### src/chip_select_pkg.sv
`default_nettype none

package chip_select_pkg;

	// ----------------------------------------------------------------
	// Register indexes of the chip-select bank
	// ----------------------------------------------------------------
	localparam logic [7:0] BANK_FIRST_INDEX   = 8'h23;
	localparam logic [3:0] SEL0_BASE_HIGH_IDX = 4'h0;
	localparam logic [3:0] SEL0_BASE_LOW_IDX  = 4'h1;
	localparam logic [3:0] SEL0_CONFIG_IDX    = 4'h2;
	localparam logic [3:0] SEL1_BASE_HIGH_IDX = 4'h4;
	localparam logic [3:0] SEL1_BASE_LOW_IDX  = 4'h5;
	localparam logic [3:0] SEL1_CONFIG_IDX    = 4'h6;
	localparam logic [3:0] SEL2_BASE_HIGH_IDX = 4'h8;
	localparam logic [3:0] SEL2_BASE_LOW_IDX  = 4'h9;
	localparam logic [3:0] SEL2_CONFIG_IDX    = 4'hA;
	localparam logic [7:0] REG_RESET_VALUE    = 8'h00;
	localparam logic [7:0] RESERVED_READ      = 8'h00;

	// ----------------------------------------------------------------
	// Configuration byte fields
	// ----------------------------------------------------------------
	localparam int CFG_MASK_LSB     = 0;
	localparam int CFG_MASK_MSB     = 3;
	localparam int CFG_ON_WRITE     = 4;
	localparam int CFG_ON_READ      = 5;
	localparam int CFG_NO_STROBE    = 6;
	localparam int CFG_MASK_LOW12   = 7;
	localparam logic [15:0] LOW12_MASK = 16'h0FFF;

	// Host register access states.
	typedef enum logic [1:0] {
		ACC_IDLE = 2'b00,
		ACC_BUSY = 2'b01
	} access_state_t;

endpackage : chip_select_pkg

`default_nettype wire

### src/select_cfg_if.sv
`timescale 1ns/1ns
`default_nettype none

// Carries one output's programmed decode settings to its decoder.
interface select_cfg_if;
	logic [15:0] base;
	logic [7:0]  config_byte;
	modport source (output base, output config_byte);
	modport sink   (input base, input config_byte);
endinterface : select_cfg_if

`default_nettype wire

### src/chip_select_bank.sv
`timescale 1ns/1ns
`default_nettype none

module chip_select_bank
	import chip_select_pkg::*;
#(
	parameter int NUM_SEL = 3
) (
	// Clock and reset
	input  wire logic        I_CLK,
	input  wire logic        I_SYS_RST,
	// Configuration register port
	input  wire logic [7:0]  I_FIRST_INDEX,
	input  wire logic [7:0]  I_SECOND_INDEX_WDATA,
	input  wire logic        I_SECOND_INDEX_WR,
	input  wire logic [7:0]  I_DATA_WDATA,
	input  wire logic        I_DATA_WR,
	input  wire logic        I_DATA_RD,
	output logic [7:0]       O_SECOND_INDEX,
	output logic [7:0]       O_RDATA,
	output logic             O_RDATA_VALID,
	// Host I/O bus
	input  wire logic [15:0] I_ADDR,
	input  wire logic        I_AEN,
	input  wire logic        I_RD_N,
	input  wire logic        I_WR_N,
	// Select outputs
	output logic             O_SELECT_OUT_ZERO_N,
	output logic             O_SELECT_OUT_ONE_N,
	output logic             O_SELECT_OUT_TWO_N
);

	logic [3:0]          second_index_reg;
	logic [7:0]          base_high_reg [NUM_SEL];
	logic [7:0]          base_low_reg  [NUM_SEL];
	logic [7:0]          config_reg    [NUM_SEL];
	logic                bank_sel;
	logic [1:0]          slot;
	logic [1:0]          field;
	logic                slot_ok;
	logic [7:0]          rdata_next;
	logic [NUM_SEL-1:0]  sel_n;
	access_state_t       acc_reg;

	// ----------------------------------------------------------------
	// Index decode
	// ----------------------------------------------------------------
	// bank chosen by first index.
	assign bank_sel = (I_FIRST_INDEX == BANK_FIRST_INDEX);
	// Each output owns four consecutive indexes; the fourth is reserved.
	assign slot     = second_index_reg[3:2];
	assign field    = second_index_reg[1:0];
	assign slot_ok  = (int'(slot) < NUM_SEL) && (field != 2'b11);

	always_ff @(posedge I_CLK or posedge I_SYS_RST) begin
		if (I_SYS_RST) begin
			second_index_reg <= 4'h0;
		end else if (bank_sel && I_SECOND_INDEX_WR) begin
			second_index_reg <= I_SECOND_INDEX_WDATA[3:0];
		end
	end

	always_ff @(posedge I_CLK or posedge I_SYS_RST) begin
		if (I_SYS_RST) begin
			O_SECOND_INDEX <= 8'h00;
		end else begin
			O_SECOND_INDEX <= {4'h0, second_index_reg};
		end
	end

	// ----------------------------------------------------------------
	// Register file
	// ----------------------------------------------------------------
	// cleared on reset, written by index.
	// Writes to reserved indexes are dropped; software must avoid them.
	always_ff @(posedge I_CLK or posedge I_SYS_RST) begin
		if (I_SYS_RST) begin
			for (int i = 0; i < NUM_SEL; i++) begin
				base_high_reg[i] <= REG_RESET_VALUE;
				base_low_reg[i]  <= REG_RESET_VALUE;
				config_reg[i]    <= REG_RESET_VALUE;
			end
		end else if (bank_sel && I_DATA_WR && slot_ok) begin
			case (field)
				SEL0_BASE_HIGH_IDX[1:0]: base_high_reg[slot] <= I_DATA_WDATA;
				SEL0_BASE_LOW_IDX[1:0]:  base_low_reg[slot]  <= I_DATA_WDATA;
				SEL0_CONFIG_IDX[1:0]:    config_reg[slot]    <= I_DATA_WDATA;
				default: ;
			endcase
		end
	end

	// Readback; reserved indexes read as zero.
	always_comb begin
		rdata_next = RESERVED_READ;
		if (slot_ok) begin
			case (field)
				SEL0_BASE_HIGH_IDX[1:0]: rdata_next = base_high_reg[slot];
				SEL0_BASE_LOW_IDX[1:0]:  rdata_next = base_low_reg[slot];
				SEL0_CONFIG_IDX[1:0]:    rdata_next = config_reg[slot];
				default:                 rdata_next = RESERVED_READ;
			endcase
		end
	end

	// Read answer comes one cycle after the strobe.
	always_ff @(posedge I_CLK or posedge I_SYS_RST) begin
		if (I_SYS_RST) begin
			O_RDATA       <= 8'h00;
			O_RDATA_VALID <= 1'b0;
			acc_reg       <= ACC_IDLE;
		end else begin
			O_RDATA_VALID <= bank_sel && I_DATA_RD;
			if (bank_sel && I_DATA_RD) begin
				O_RDATA <= rdata_next;
			end
			case (acc_reg)
				ACC_IDLE: acc_reg <= (bank_sel && I_DATA_RD) ? ACC_BUSY : ACC_IDLE;
				// Back-to-back reads keep the answer phase open, as valid does.
				ACC_BUSY: acc_reg <= (bank_sel && I_DATA_RD) ? ACC_BUSY : ACC_IDLE;
				default:  acc_reg <= ACC_IDLE;
			endcase
		end
	end

	// ----------------------------------------------------------------
	// Decoders
	// ----------------------------------------------------------------
	genvar g;
	generate
		for (g = 0; g < NUM_SEL; g++) begin : g_sel
			select_cfg_if cfg ();
			assign cfg.base        = {base_high_reg[g], base_low_reg[g]};
			assign cfg.config_byte = config_reg[g];
			select_decoder u_dec (
				.i_clk   (I_CLK),
				.i_rst   (I_SYS_RST),
				.cfg     (cfg),
				.i_addr  (I_ADDR),
				.i_aen   (I_AEN),
				.i_rd_n  (I_RD_N),
				.i_wr_n  (I_WR_N),
				.o_sel_n (sel_n[g])
			);
		end
	endgenerate

	// Decoder outputs are already flops; these are pure wires.
	assign O_SELECT_OUT_ZERO_N = sel_n[0];
	assign O_SELECT_OUT_ONE_N  = sel_n[1];
	assign O_SELECT_OUT_TWO_N  = sel_n[2];
endmodule : chip_select_bank

`default_nettype wire

### src/select_decoder.sv
`timescale 1ns/1ns
`default_nettype none

module select_decoder
	import chip_select_pkg::*;
(
	// Clock and reset
	input  wire logic    i_clk,
	input  wire logic    i_rst,
	// Settings
	select_cfg_if.sink   cfg,
	// Host bus
	input  wire logic [15:0] i_addr,
	input  wire logic    i_aen,
	input  wire logic    i_rd_n,
	input  wire logic    i_wr_n,
	// Select output
	output logic         o_sel_n
);

	logic [15:0] ignore_bits;
	logic        addr_hit;
	logic        strobe_ok;

	// ----------------------------------------------------------------
	// Address compare
	// ----------------------------------------------------------------
	// low line masks, wide mask.
	always_comb begin
		ignore_bits = {12'h000, cfg.config_byte[CFG_MASK_MSB:CFG_MASK_LSB]};
		if (cfg.config_byte[CFG_MASK_LOW12]) begin
			ignore_bits = ignore_bits | LOW12_MASK;
		end
	end

	assign addr_hit = ((i_addr ^ cfg.base) & ~ignore_bits) == 16'h0000;

	assign strobe_ok = cfg.config_byte[CFG_NO_STROBE]
		| (cfg.config_byte[CFG_ON_WRITE] & ~i_wr_n)
		| (cfg.config_byte[CFG_ON_READ] & ~i_rd_n);

	always_ff @(posedge i_clk or posedge i_rst) begin
		if (i_rst) begin
			o_sel_n <= 1'b1;
		end else begin
			o_sel_n <= ~(addr_hit & strobe_ok & ~i_aen);
		end
	end
endmodule : select_decoder

`default_nettype wire

### config.mk
export PLATFORM = sky130hd
export DESIGN_NAME = chip_select_bank
export DESIGN_NICKNAME = d
export VERILOG_FILES = /design/src/chip_select_pkg.sv /design/src/select_cfg_if.sv /design/src/chip_select_bank.sv /design/src/select_decoder.sv
export SDC_FILE = /design/constraint.sdc
export NUM_CORES = 1
export LEC_CHECK = 0
export BUFFER_PORTS_ARGS = -buffer_cell sky130_fd_sc_hd__buf_2
export CORE_MARGIN = 1
export CORE_UTILIZATION = 57
export DETAILED_ROUTE_END_ITERATION = 8
export GPL_ROUTABILITY_DRIVEN = 0
export PLACE_DENSITY = 0.79
export SLEW_MARGIN = 20
export SYNTH_ARGS = -nofsm -noshare
export SYNTH_HDL_FRONTEND = slang
export SYNTH_SLANG_ARGS = --single-unit
export TNS_END_PERCENT = 100
### constraint.sdc
create_clock -name I_CLK -period 4 [get_ports I_CLK]
set_input_delay 0.6 -clock I_CLK [delete_from_list [all_inputs] [get_ports I_CLK]]
set_output_delay 0.6 -clock I_CLK [all_outputs]
set_load 0.01 [all_outputs]
# ---- Yosys cells after proc, flatten, opt, wreduce, memory -nomap -nowiden
# Cells that the tools add are included.
dict set report word_totals {
  ff_bits 92
  in_bits 48
  output_inout_bits 20
  elab_cells 89
}
dict set report classes {
  magnitude_cmp 3
  n_eq_ne 4
  muxes 19
  bitwise 34
  reduce_logical 13
}
# cell n
set op_table {}
lappend op_table {{24-bit bitwise mux} 3}
lappend op_table {{8-bit 2-to-1 mux} 8}
lappend op_table {{16-bit AND} 3}
lappend op_table {{8-bit binary-select mux with 2-bit select} 3}
lappend op_table {{16-bit zero test} 3}
lappend op_table {{16-bit inverter} 3}
lappend op_table {{16-bit bitwise XOR} 3}
lappend op_table {{12-bit 2-to-1 mux} 3}
lappend op_table {{8-bit one-hot mux with 3 select lines} 1}
lappend op_table {{8-bit demux with 2-bit select} 1}
lappend op_table {{1-bit AND} 12}
lappend op_table {{8-bit by 6-bit equality test with 1-bit output (second input constant)} 1}
lappend op_table {{1-bit logical AND} 6}
lappend op_table {{1-bit inverter} 6}
lappend op_table {{1-bit bitwise OR} 6}
lappend op_table {{2-bit AND reduction} 3}
lappend op_table {{3-bit >= comparator (second input constant)} 1}
lappend op_table {{3-bit by 1-bit < comparator with 1-bit output (second input constant)} 1}
lappend op_table {{2-bit inverter with 3-bit output} 1}
lappend op_table {{2-bit by 1-bit equality test with 1-bit output (second input constant)} 1}
lappend op_table {{2-bit equality test (second input constant)} 1}
lappend op_table {{2-bit zero test} 1}
lappend op_table {{2-bit < comparator (second input constant)} 1}
lappend op_table {{2-bit != test (second input constant)} 1}

# ---- Depth between registers and ports, before layout
# Gate-level depths: netlist of run 1.
dict set report depth {
  depth_word 7
  mapped_depth 7
  depth_no_buf 4
}

# ---- Hierarchy
# A second synthesis of run 1 with hierarchy kept.
dict set report hier_totals {
  hier_cells 376
  area_unflattened_um2 4768.3
}
# module instances cells_per_inst area_per_inst_um2 seq_area_each_um2
set by_module_without_submodules {}
lappend by_module_without_submodules {chip_select_bank 1 289 4043.9 2227.1}
lappend by_module_without_submodules {select_decoder 3 29 241.5 26.3}

# ---- Worst setup path after synthesis of run 1
# No wires, ideal clock.
dict set report synth_timing {
  path_kind {input port to flip-flop}
  startpoint {input port I_FIRST_INDEX[4]}
  endpoint {register config_reg (netlist bit g_sel[0].cfg.config_byte[0])}
  setup_ns 0.125
  arrival_time_ns 2.044
  required_time_ns 3.875
  slack_ns 1.831
  stages 5
  n_path_buf 1
  path_cell_list {or4b_4 > nor4b_4 > nand2b_1 > buf_4 > mux2_4}
}
dict set report synth_between {
  elab_chain_len 4
}
# item line
set synth_lines {}
lappend synth_lines {{start: declaration} chip_select_bank.sv:13} ;# input wire logic [7:0] I_FIRST_INDEX,
lappend synth_lines {{8-bit by 6-bit equality test with 1-bit output} chip_select_bank.sv:49} ;# assign bank_sel = (I_FIRST_INDEX == BANK_FIRST_INDEX);
lappend synth_lines {{1-bit logical AND (2 in series)} chip_select_bank.sv:83} ;# end else if (bank_sel && I_DATA_WR && slot_ok) begin
lappend synth_lines {{2-bit AND reduction (no source line)} -}
lappend synth_lines {{end signal: indexed assignment} chip_select_bank.sv:81} ;# config_reg[i] <= REG_RESET_VALUE;
lappend synth_lines {{end signal: indexed assignment} chip_select_bank.sv:87} ;# SEL0_CONFIG_IDX[1:0]: config_reg[slot] <= I_DATA_WDATA;
lappend synth_lines {{end: declaration} chip_select_bank.sv:36} ;# logic [7:0] config_reg [NUM_SEL];
# No other way between the ends.
# A chain may end at the register's enable or synchronous reset.

# ---- Final worst setup path of run 1
dict set report layout_timing {
  startpoint {register second_index_reg[2]}
  endpoint {register base_low_reg[6] (netlist bit)}
}
dict set report layout_between {
  elab_chain_len 6
  word_cells_on_any_way 11
  cone_classes {3 x order compare; 3 x mux; 1 x bitwise; 4 x reduce/logical}
}
# item line
set layout_lines {}
lappend layout_lines {{start: declaration} chip_select_bank.sv:33} ;# logic [3:0] second_index_reg;
lappend layout_lines {{start signal: assignment} chip_select_bank.sv:59} ;# second_index_reg <= I_SECOND_INDEX_WDATA[3:0];
lappend layout_lines {{2-bit inverter with 3-bit output (not written as such)} chip_select_bank.sv:86} ;# SEL0_BASE_LOW_IDX[1:0]: base_low_reg[slot] <= I_DATA_WDATA;
lappend layout_lines {{3-bit >= comparator (not written as such) / 3-bit by 1-bit < comparator with 1-bit output (equally long branches)} chip_select_bank.sv:86}
lappend layout_lines {{1-bit logical AND (not written as such)} chip_select_bank.sv:86}
lappend layout_lines {{8-bit 2-to-1 mux (not written as such)} chip_select_bank.sv:86}
lappend layout_lines {{8-bit demux with 2-bit select} chip_select_bank.sv:86}
lappend layout_lines {{24-bit bitwise mux} chip_select_bank.sv:86}
lappend layout_lines {{end signal: indexed assignment} chip_select_bank.sv:80} ;# base_low_reg[i] <= REG_RESET_VALUE;
lappend layout_lines {{end signal: indexed assignment} chip_select_bank.sv:86}
lappend layout_lines {{end: declaration} chip_select_bank.sv:35} ;# logic [7:0] base_low_reg [NUM_SEL];
# Several ways; a longest one is shown, not always the timed one.

==> metrics.csv, run 1 <==
metric,value,unit
critical-path cell list,"nor2b_1, nand3_1, nor2_2, mux2_2",
Worst VDD drop,0.183,mV
Routed Antenna Nets,0,
Crit path largest cell delay,0.87,ns
final hold vios,0,
detailed-route DRC error count,0,
Tightest Pin Transition,1.03,ns
final core utilization,0.677,
Post-synth EDFFs,0,
CP Buf/Inv Count,0,
Worst path top cell family by delay,simple AND/OR/NAND/NOR gates,
Mapped Cells,383,
"area leader, netlist",dfrtp_1,
Bufs on Longest Clock Path,2,
setup ws final,1.19,ns
root buffer cell,clkbuf_8,
ratio of cells with drive above 1 in the final layout,0.384,
initial antenna violation count,0,
Synth area leaders,"dfrtp_1 (47%), mux2_2 (16%), xnor2_1 (8.3%), mux2i_1 (5.0%), mux2_4 (2.5%)",
synthesized flop and latch total,92,
routed vias/inst,6.08,
Crit Path Max Fanout,17,
"Slew Viols, Final",0,
Crit path required time,4.25,ns
final setup vio count,0,
most instantiated cells after synthesis,"dfrtp_1 (89), mux2_2 (68), xnor2_1 (45)",
post-place setup slack,1.25,ns
Initial Util,0.604,
router iterations before antenna repair,4,
Setup Skew,0.00819,ns
Ant. Diodes,0,
Congestion Overflow GR,0,
die area,0.00872,sq mm
"Distinct cells, synth",44,
Syn. warnings,0,
first-pass GRT wire length,17.8,mm
row count,32,
area share of the largest cell type after synthesis,0.468,
synthesized area,0.00476,sq mm
CTS buffer count,9,
Post-CTS Repair Setup Buffers,0,
TNS Setup,0,ns
minimum clock period,2.81,ns
P_leak,0.00242,uW
Setup CP Type,reg -> reg,
period utilization,0.703,
Clock transition at path regs,0.08,ns
area grow syn2layout,12.1,%
gr usage total,0.277,
PwrDens,332,mW/mm^2
chip height,93.4,um
Hold Slack,0.239,ns
# IOs,68,
sequential share of the synthesized area,0.484,
Die Wd,93.4,um
WP data arrival,3.06,ns
largest net degree at the start of global routing,44,
vias in the first global route,3335,
CTS tree,yes,
Port Buf Inserts,59,
cts hold-fix bufs,0,
post-DP HPWL,7.69,mm
Max Cap Violations,0,
Initial DRC Count,217,
synthesized area per cell,12.4,sq um
HP Class,in -> async,
fmax,356,MHz
CTS resizes,0,
status,completed,
drt wl/cell,20.2,um
later-pin clock latency in the skew report,0.37,ns
Max-slew headroom,0.309,
Core Area,0.00789,sq mm
H-tree depth,3,
clk sinks,92,
via count,3325,
nature of the critical path endpoint,flip-flop,
startpoint types,flip-flop,
routed wire length,11.0,mm
total power,1770,uW
"count leader, synth",dfrtp_1,
RSZ-0062 raised after global routing,false,
CP max-delay cell,nor2b_1,
ys flop type,dfrtp_1,
nets,488,
asr flop ratio synth,1.00,
-- through the flow --
step | cells | area, sq um
detailed placement | 531 | 5130
floorplan | 386 | 4770
finish | 547 | 5340
CTS | 547 | 5340
global route | 547 | 5340
global placement | 531 | 5130
-- final cells by class --
cell class	count	area, sq um
Inverter	5	20.0
Timing Repair Buffer	63	325
Fill cell	594	2550
Tap cell	102	128
Clock inverter	5	77.6
Sequential cell	92	2310
Multi-Input combinational cell	269	2350
Clock buffer	11	131
-- cell families after synthesis --
family / after synthesis / share of synthesized area
mux: 100 / 0.237
flops: 92 / 0.484
simple gates: 62 / 0.0802
compound gates: 55 / 0.0854
xor+xnor: 48 / 0.0883
buf+inv: 25 / 0.0244
other cells: 1 / 0.000788
-- placed cells by master (no fill, tap or decap), types with 3 or more instances in the layout --
master | Yosys | layout
o21ai_0 | 5 | 5
a22oi_1 | 7 | 7
buf_4 | 5 | 4
nand2b_1 | 4 | 4
a221oi_1 | 3 | 3
nand2_1 | 20 | 20
mux2_4 | 8 | 8
mux2i_1 | 24 | 24
nand3_1 | 7 | 7
xor2_1 | 3 | 3
nand4_1 | 6 | 6
nor2_2 | 4 | 4
inv_1 | 5 | 4
clkinv_2 | 0 | 3
o221ai_1 | 7 | 7
conb_1 | 1 | 4
o2bb2ai_1 | 8 | 8
buf_2 | 3 | 59
o22ai_1 | 13 | 13
mux2_2 | 68 | 68
xnor2_1 | 45 | 45
dfstp_2 | 3 | 3
clkbuf_8 | 0 | 9
nor4_1 | 6 | 6
dfrtp_1 | 89 | 88
o211ai_1 | 6 | 6
-- final timing paths --
| path | slack [ns] | startpoint | to | cells past startpoint |
|---|---|---|---|---|
| setup / recovery | 1.19 | second_index_reg[2] | base_low_reg[6] | 4 |
| hold / removal | 0.24 | I_SYS_RST | g_sel[0].cfg.config_byte[6] | 2 |
| setup reg to reg | 1.19 | second_index_reg[2] | base_low_reg[6] | 4 |
| hold reg to reg | 0.47 | g_sel[1].cfg.config_byte[7] | g_sel[1].u_dec.o_sel_n | 1 |
| max in group asynchronous | 2.97 | I_SYS_RST | base_low_reg[21] | 3 |
| min in group I_CLK | 0.46 | I_SECOND_INDEX_WDATA[1] | second_index_reg[1] | 2 |
-- metal layers --
| metal | vias to the layer above | routed length [um] | share of wire | global-route usage |
|---|---|---|---|---|
| met4 | 0 | 205 | 0.019 | 0.103 |
| li1 | 1519 | - | - | - |
| met1 | 1680 | 5180 | 0.47 | 0.402 |
| met2 | 109 | 5050 | 0.46 | 0.415 |
| met5 | - | 0 | 0 | 0 |
| met3 | 17 | 615 | 0.056 | 0.0504 |
-- report_power, final --
| group | internal [uW] | total [uW] | switching [uW] |
|---|---|---|---|
| Clock | 350 | 675 | 324 |
| Sequential | 938 | 952 | 13.4 |
| Combinational | 59.0 | 146 | 87.3 |
Note: power is estimated with default switching activity, not from simulation.
==> inputs of run 2 (changes only) <==
- clock period: 4 -> 2.8 ns (I/O delays scaled with it)
==> metrics.csv, run 2 (synthesis results as in run 1) <==
metric,value,unit,change
# IOs,68,,unchanged
worst r2r src,second_index_reg[2],,unchanged
CP Buf/Inv Count,0,,unchanged
Max Cap Violations,0,,unchanged
Crit path required time,3.05,ns,was 4.25 ns
TNS Setup,0,ns,unchanged
reg2reg path depth,3,,was 4
Initial Util,0.604,,unchanged
status,completed,,unchanged
critical-path cell list,"nand4b_1, nand2b_1, mux2_2",,"was nor2b_1, nand3_1, nor2_2, mux2_2"
Routed Antenna Nets,0,,unchanged
register area,0.00231,sq mm,unchanged
Clock transition at path regs,0.10,ns,was 0.08 ns
post-DP HPWL,7.73,mm,was 7.69 mm
CTS resizes,0,,unchanged
initial antenna violation count,0,,unchanged
final hold vios,0,,unchanged
Worst path top cell family by delay,flip-flops,,was simple AND/OR/NAND/NOR gates
ratio of cells with drive above 1 in the final layout,0.395,,was 0.384
flop-to-flop setup slack,0.69,ns,was 1.19 ns
vias in the first global route,3248,,was 3335
P_leak,0.00244,uW,was 0.00242 uW
Core Area,0.00789,sq mm,unchanged
Worst VDD drop,0.220,mV,was 0.183 mV
# fillers,573,,was 594
router iterations before antenna repair,5,,was 4
Setup CP Type,reg -> reg,,unchanged
final setup vio count,0,,unchanged
fmax,473,MHz,was 356 MHz
cts hold-fix bufs,0,,unchanged
"Slew Viols, Final",0,,unchanged
worst r2r dst,base_high_reg[11],,was base_low_reg[6]
drt wl/cell,20.0,um,was 20.2 um
minimum clock period,2.11,ns,was 2.81 ns
detailed-route DRC error count,0,,unchanged
Crit Path Max Fanout,26,,was 17
CTS tree,yes,,unchanged
Congestion Overflow GR,0,,unchanged
gr usage total,0.273,,was 0.277
period utilization,0.754,,was 0.703
clk sinks,92,,unchanged
Die Wd,93.4,um,unchanged
RSZ-0062 raised after global routing,false,,unchanged
"commonest non-fill, non-tap cell in the layout",dfrtp_1,,unchanged
Hold Slack,0.145,ns,was 0.239 ns
via count,3339,,was 3325
Ant. Diodes,0,,unchanged
placed standard-cell area,0.00519,sq mm,was 0.00513 sq mm
Tightest Pin Transition,0.689,ns,was 1.03 ns
Initial DRC Count,263,,was 217
H-tree depth,3,,unchanged
most frequent cells in the layout,"dfrtp_1 (88), mux2_2 (68), buf_2 (59), xnor2_1 (45), mux2i_1 (24)",,unchanged
row count,32,,unchanged
Post-CTS Repair Setup Buffers,0,,unchanged
later-pin clock latency in the skew report,0.37,ns,about the same
Max-slew headroom,0.541,,was 0.309
die area,0.00872,sq mm,unchanged
Port Buf Inserts,59,,unchanged
Bufs on Longest Clock Path,2,,unchanged
WP data arrival,2.36,ns,was 3.06 ns
Setup Skew,0.0163,ns,was 0.00819 ns
routed vias/inst,6.04,,was 6.08
nets,494,,was 488
Crit path largest cell delay,0.80,ns,was 0.87 ns
chip height,93.4,um,unchanged
area grow syn2layout,13.0,%,was 12.1%
HP Class,in -> async,,unchanged
design area,0.00538,sq mm,was 0.00534 sq mm
root buffer cell,clkbuf_8,,unchanged
startpoint types,flip-flop,,unchanged
area of the multi-input gates,0.00235,sq mm,unchanged
nature of the critical path endpoint,flip-flop,,unchanged
PwrDens,459,mW/mm^2,was 332 mW/mm^2
routed wire length,11.1,mm,was 11.0 mm
largest net degree at the start of global routing,93,,was 44
CTS buffer count,9,,unchanged
first-pass GRT wire length,17.5,mm,was 17.8 mm
CP max-delay cell,dfrtp_2,,was nor2b_1
==> run 2: through the flow <==
stage / std cells / utilization / setup slack, ns / total power, uW
2_1_floorplan: 386 / - / 0.811 / 1500
3_3_place_gp: 537 / 0.658 / 0.376 / 1590
3_5_place_dp: 537 / 0.658 / 0.339 / 1600
4_1_cts: 553 / 0.682 / 0.713 / 2480
5_1_grt: 553 / 0.682 / 0.591 / 2550
6_report: 553 / 0.682 / 0.688 / 2470
==> run 2: power breakdown <==
part	total [uW]	switching (uW)	internal [uW]	leakage (uW)
Sequential	1360	19.9	1340	0.00127
Clock	895	482	413	0.0000927
Combinational	214	126	88.2	0.00107
==> run 2: worst register-to-register path: cells and delay by family (launching register included) <==
| family | cells | cell delay, ns |
|---|---|---|
| flops | 1 | 0.80 |
| mux | 1 | 0.40 |
| simple gates | 2 | 0.79 |
==> run 2: layout make-up <==
class | count | area share
multi-input combinational | 269 | 0.437
timing repair buffer | 69 | 0.0711
tap | 102 | 0.0237
clock buffer | 10 | 0.0237
clock inverter | 6 | 0.0119
sequential | 92 | 0.429
inverter | 5 | 0.00419
==> run 2: how the worst max path moves through the flow <==
stage / startpoint / to / slack (ns) / cells after the start
final: second_index_reg[2] / base_high_reg[11] / 0.69 / 3
after global routing: second_index_reg[2] / base_low_reg[7] / 0.59 / 4
after CTS: second_index_reg[2] / base_high_reg[11] / 0.71 / 3
after detailed placement: I_FIRST_INDEX[4] / g_sel[0].cfg.config_byte[4] / 0.34 / 5
after global placement: I_FIRST_INDEX[4] / g_sel[0].cfg.config_byte[2] / 0.38 / 5
after floorplan: I_FIRST_INDEX[4] / g_sel[0].cfg.config_byte[0] / 0.81 / 5
==> run 2: per-layer routing <==
layer  wire [um]  track usage  up-vias  share of wire
met5           0            0        -              0
li1            -            -     1537              -
met4         195        0.110        0          0.018
met1        4880        0.400     1662           0.44
met2        5140        0.412      125           0.46
met3         848       0.0358       15          0.077
==> inputs of run 3 (changes only) <==
- CORE_UTILIZATION: 57 -> 52
- PLACE_DENSITY: 0.79 -> 0.76
- clock period: 2.8 -> 1.7 ns (I/O delays scaled with it)
==> metrics.csv, run 3 (synthesis results as in run 1) <==
metric,value,unit,change
hold path cells,2,,
router iterations before antenna repair,6,,was 5
met2 usage,0.404,,was 0.412
Port Buf Inserts,59,,unchanged
startpoint types,input port,,was flip-flop
worst r2r dst,base_high_reg[5],,was base_high_reg[11]
dpl cells,573,,was 537
CP dominant cell by count,buf_4,,
via count,3478,,was 3339
"commonest non-fill, non-tap cell in the layout",dfrtp_1,,unchanged
Crit path required time,1.96,ns,was 3.05 ns
P_leak,0.00260,uW,was 0.00244 uW
nets,527,,was 494
vias in the first global route,3499,,was 3248
WP data arrival,1.94,ns,was 2.36 ns
ratio of cells with drive above 1 in the final layout,0.436,,was 0.395
CP max-delay cell,nor4b_2,,was dfrtp_2
status,"complete, but fails checks",,was completed
# IOs,68,,unchanged
detailed-route DRC error count,14,,was 0
post-DP HPWL,8.48,mm,was 7.73 mm
gr busiest metal,met2,,unchanged
Initial Util,0.541,,was 0.604
HP Class,in -> reg,,was in -> async
# fillers,680,,was 573
violated checks,DRC,,
gr usage total,0.253,,was 0.273
routed vias/inst,5.88,,was 6.04
Congestion Overflow GR,0,,unchanged
Non-Filler Instances,592,,was 553
Core Area,0.00881,sq mm,was 0.00789 sq mm
fmax,592,MHz,
Max Cap Violations,0,,unchanged
area grow syn2layout,19.2,%,was 13.0%
met1 Use GR,0.357,,was 0.400
Crit path largest cell delay,0.43,ns,was 0.80 ns
Worst path top cell family by delay,simple AND/OR/NAND/NOR gates,,was flip-flops
later-pin clock latency in the skew report,0.36,ns,was 0.37 ns
"Slew Viols, Final",0,,unchanged
Tightest Pin Transition,0.550,ns,was 0.689 ns
CTS tree,yes,,unchanged
Bufs on Longest Clock Path,2,,unchanged
Ant. Diodes,0,,unchanged
row count,34,,was 32
register area,0.00231,sq mm,about the same
Worst VDD drop,0.422,mV,was 0.220 mV
first-pass GRT wire length,18.3,mm,was 17.5 mm
initial antenna violation count,0,,unchanged
minimum clock period,1.69,ns,
Initial DRC Count,252,,was 263
Hold EP,second_index_reg[0],,
Setup Skew,0.0161,ns,was 0.0163 ns
GRT met3 Usage,0.0403,,was 0.0358
Max-slew headroom,0.632,,was 0.541
most frequent cells in the layout,"dfrtp_1 (87), mux2_2 (68), buf_2 (59), xnor2_1 (45), buf_4 (36)",,"was dfrtp_1 (88), mux2_2 (68), buf_2 (59), xnor2_1 (45), mux2i_1 (24)"
final core utilization,0.645,,was 0.682
drt wl/cell,19.5,um,was 20.0 um
Routed Antenna Nets,0,,unchanged
clk sinks,92,,unchanged
die area,0.00954,sq mm,was 0.00872 sq mm
final setup vio count,0,,unchanged
chip height,97.7,um,was 93.4 um
H-tree depth,3,,unchanged
root buffer cell,clkbuf_8,,unchanged
Clock transition at path regs,0.09,ns,was 0.10 ns
reg2reg path depth,5,,was 3
CP Buf/Inv Count,4,,was 0
worst hold start,I_SECOND_INDEX_WDATA[0],,
routed wire length,11.5,mm,was 11.1 mm
largest net degree at the start of global routing,40,,was 93
period utilization,0.993,,
Die Wd,97.7,um,was 93.4 um
Setup CP Type,in -> reg,,was reg -> reg
final hold vios,0,,unchanged
critical-path cell list,"buf_2, buf_4, nor4b_2, nand4b_1, buf_4, nor2_2, buf_4, mux2_2",,"was nand4b_1, nand2b_1, mux2_2"
Crit Path Max Fanout,4,,was 26
nature of the critical path endpoint,flip-flop,,unchanged
worst r2r src,second_index_reg[2],,unchanged
area of the multi-input gates,0.00237,sq mm,was 0.00235 sq mm
flop-to-flop setup slack,0.07,ns,was 0.69 ns
CTS buffer count,9,,unchanged
PwrDens,690,mW/mm^2,was 459 mW/mm^2
==> run 3: cell types whose count changed in the layout (fill, tap and decap cells not counted), moves of 2 or more <==
cell and delta:
buf_4 +27, buf_12 +3, buf_6 +2, clkbuf_1 +2, nor2_2 -2, nor2_4 +2
==> run 3: final cells by class <==
class | count | area share
sequential | 92 | 0.407
inverter | 5 | 0.00397
clock inverter | 4 | 0.00463
tap | 108 | 0.0238
clock buffer | 12 | 0.0238
timing repair buffer | 102 | 0.119
multi-input combinational | 269 | 0.418
==> run 3: per-layer routing <==
layer  vias to the layer above  wire length, um  share of wire
met5                         -                0              0
met4                         0              170          0.015
met3                        16              566          0.049
met2                       104             5540           0.48
met1                      1758             5270           0.46
li1                       1600                -              -
==> run 3: worst register-to-register path: stages (launching register included) <==
cell,delay (ns)
dfrtp_2,0.47
nor2b_1,0.21
nand3_2,0.15
nand2b_1,0.23
buf_4,0.18
mux2_2,0.27
==> run 3: repair_timing <==
item	CTS	global route
resized for setup	0	5
setup buffers	0	2
hold endpoints to repair	18	0
endpoints found under the setup margin	0	44
hold buffers	1	0
==> run 3: power by group <==
part	leakage (uW)	internal [uW]	total [uW]	switching [uW]
sequential	0.00127	2210	2230	20.5
clock	0.0000803	532	1290	756
combinational	0.00125	171	401	229
total	0.00260	2910	3920	1010
==> run 3: how the worst max path moves through the flow <==
stage                     cells past startpoint                 from                          end
final                                         8     I_FIRST_INDEX[4]  g_sel[1].cfg.config_byte[5]
after global routing                          8     I_FIRST_INDEX[4]  g_sel[1].cfg.config_byte[1]
after CTS                                     6  second_index_reg[2]                   O_RDATA[5]
after detailed placement                      7     I_FIRST_INDEX[4]  g_sel[1].cfg.config_byte[5]
after global placement                        7     I_FIRST_INDEX[4]  g_sel[1].cfg.config_byte[4]
after floorplan                               5     I_FIRST_INDEX[4]  g_sel[0].cfg.config_byte[0]
==> run 3: per-stage QoR <==
step / setup WS (ns) / instance area (sq um) / setup TNS [ns] / hold slack [ns] / total power [uW]
finish: 0.0120 / 5680 / 0 / 0.127 / 3920
global route: -0.0395 / 5680 / -0.421 / 0.133 / 4060
CTS: 0.0412 / 5640 / 0 / 0.131 / 3920
detailed placement: -0.303 / 5470 / -18.51 / 0.334 / 2660
global placement: -0.253 / 5470 / -16.55 / 0.324 / 2650
floorplan: -0.0695 / 4790 / -0.671 / 0.349 / 2480
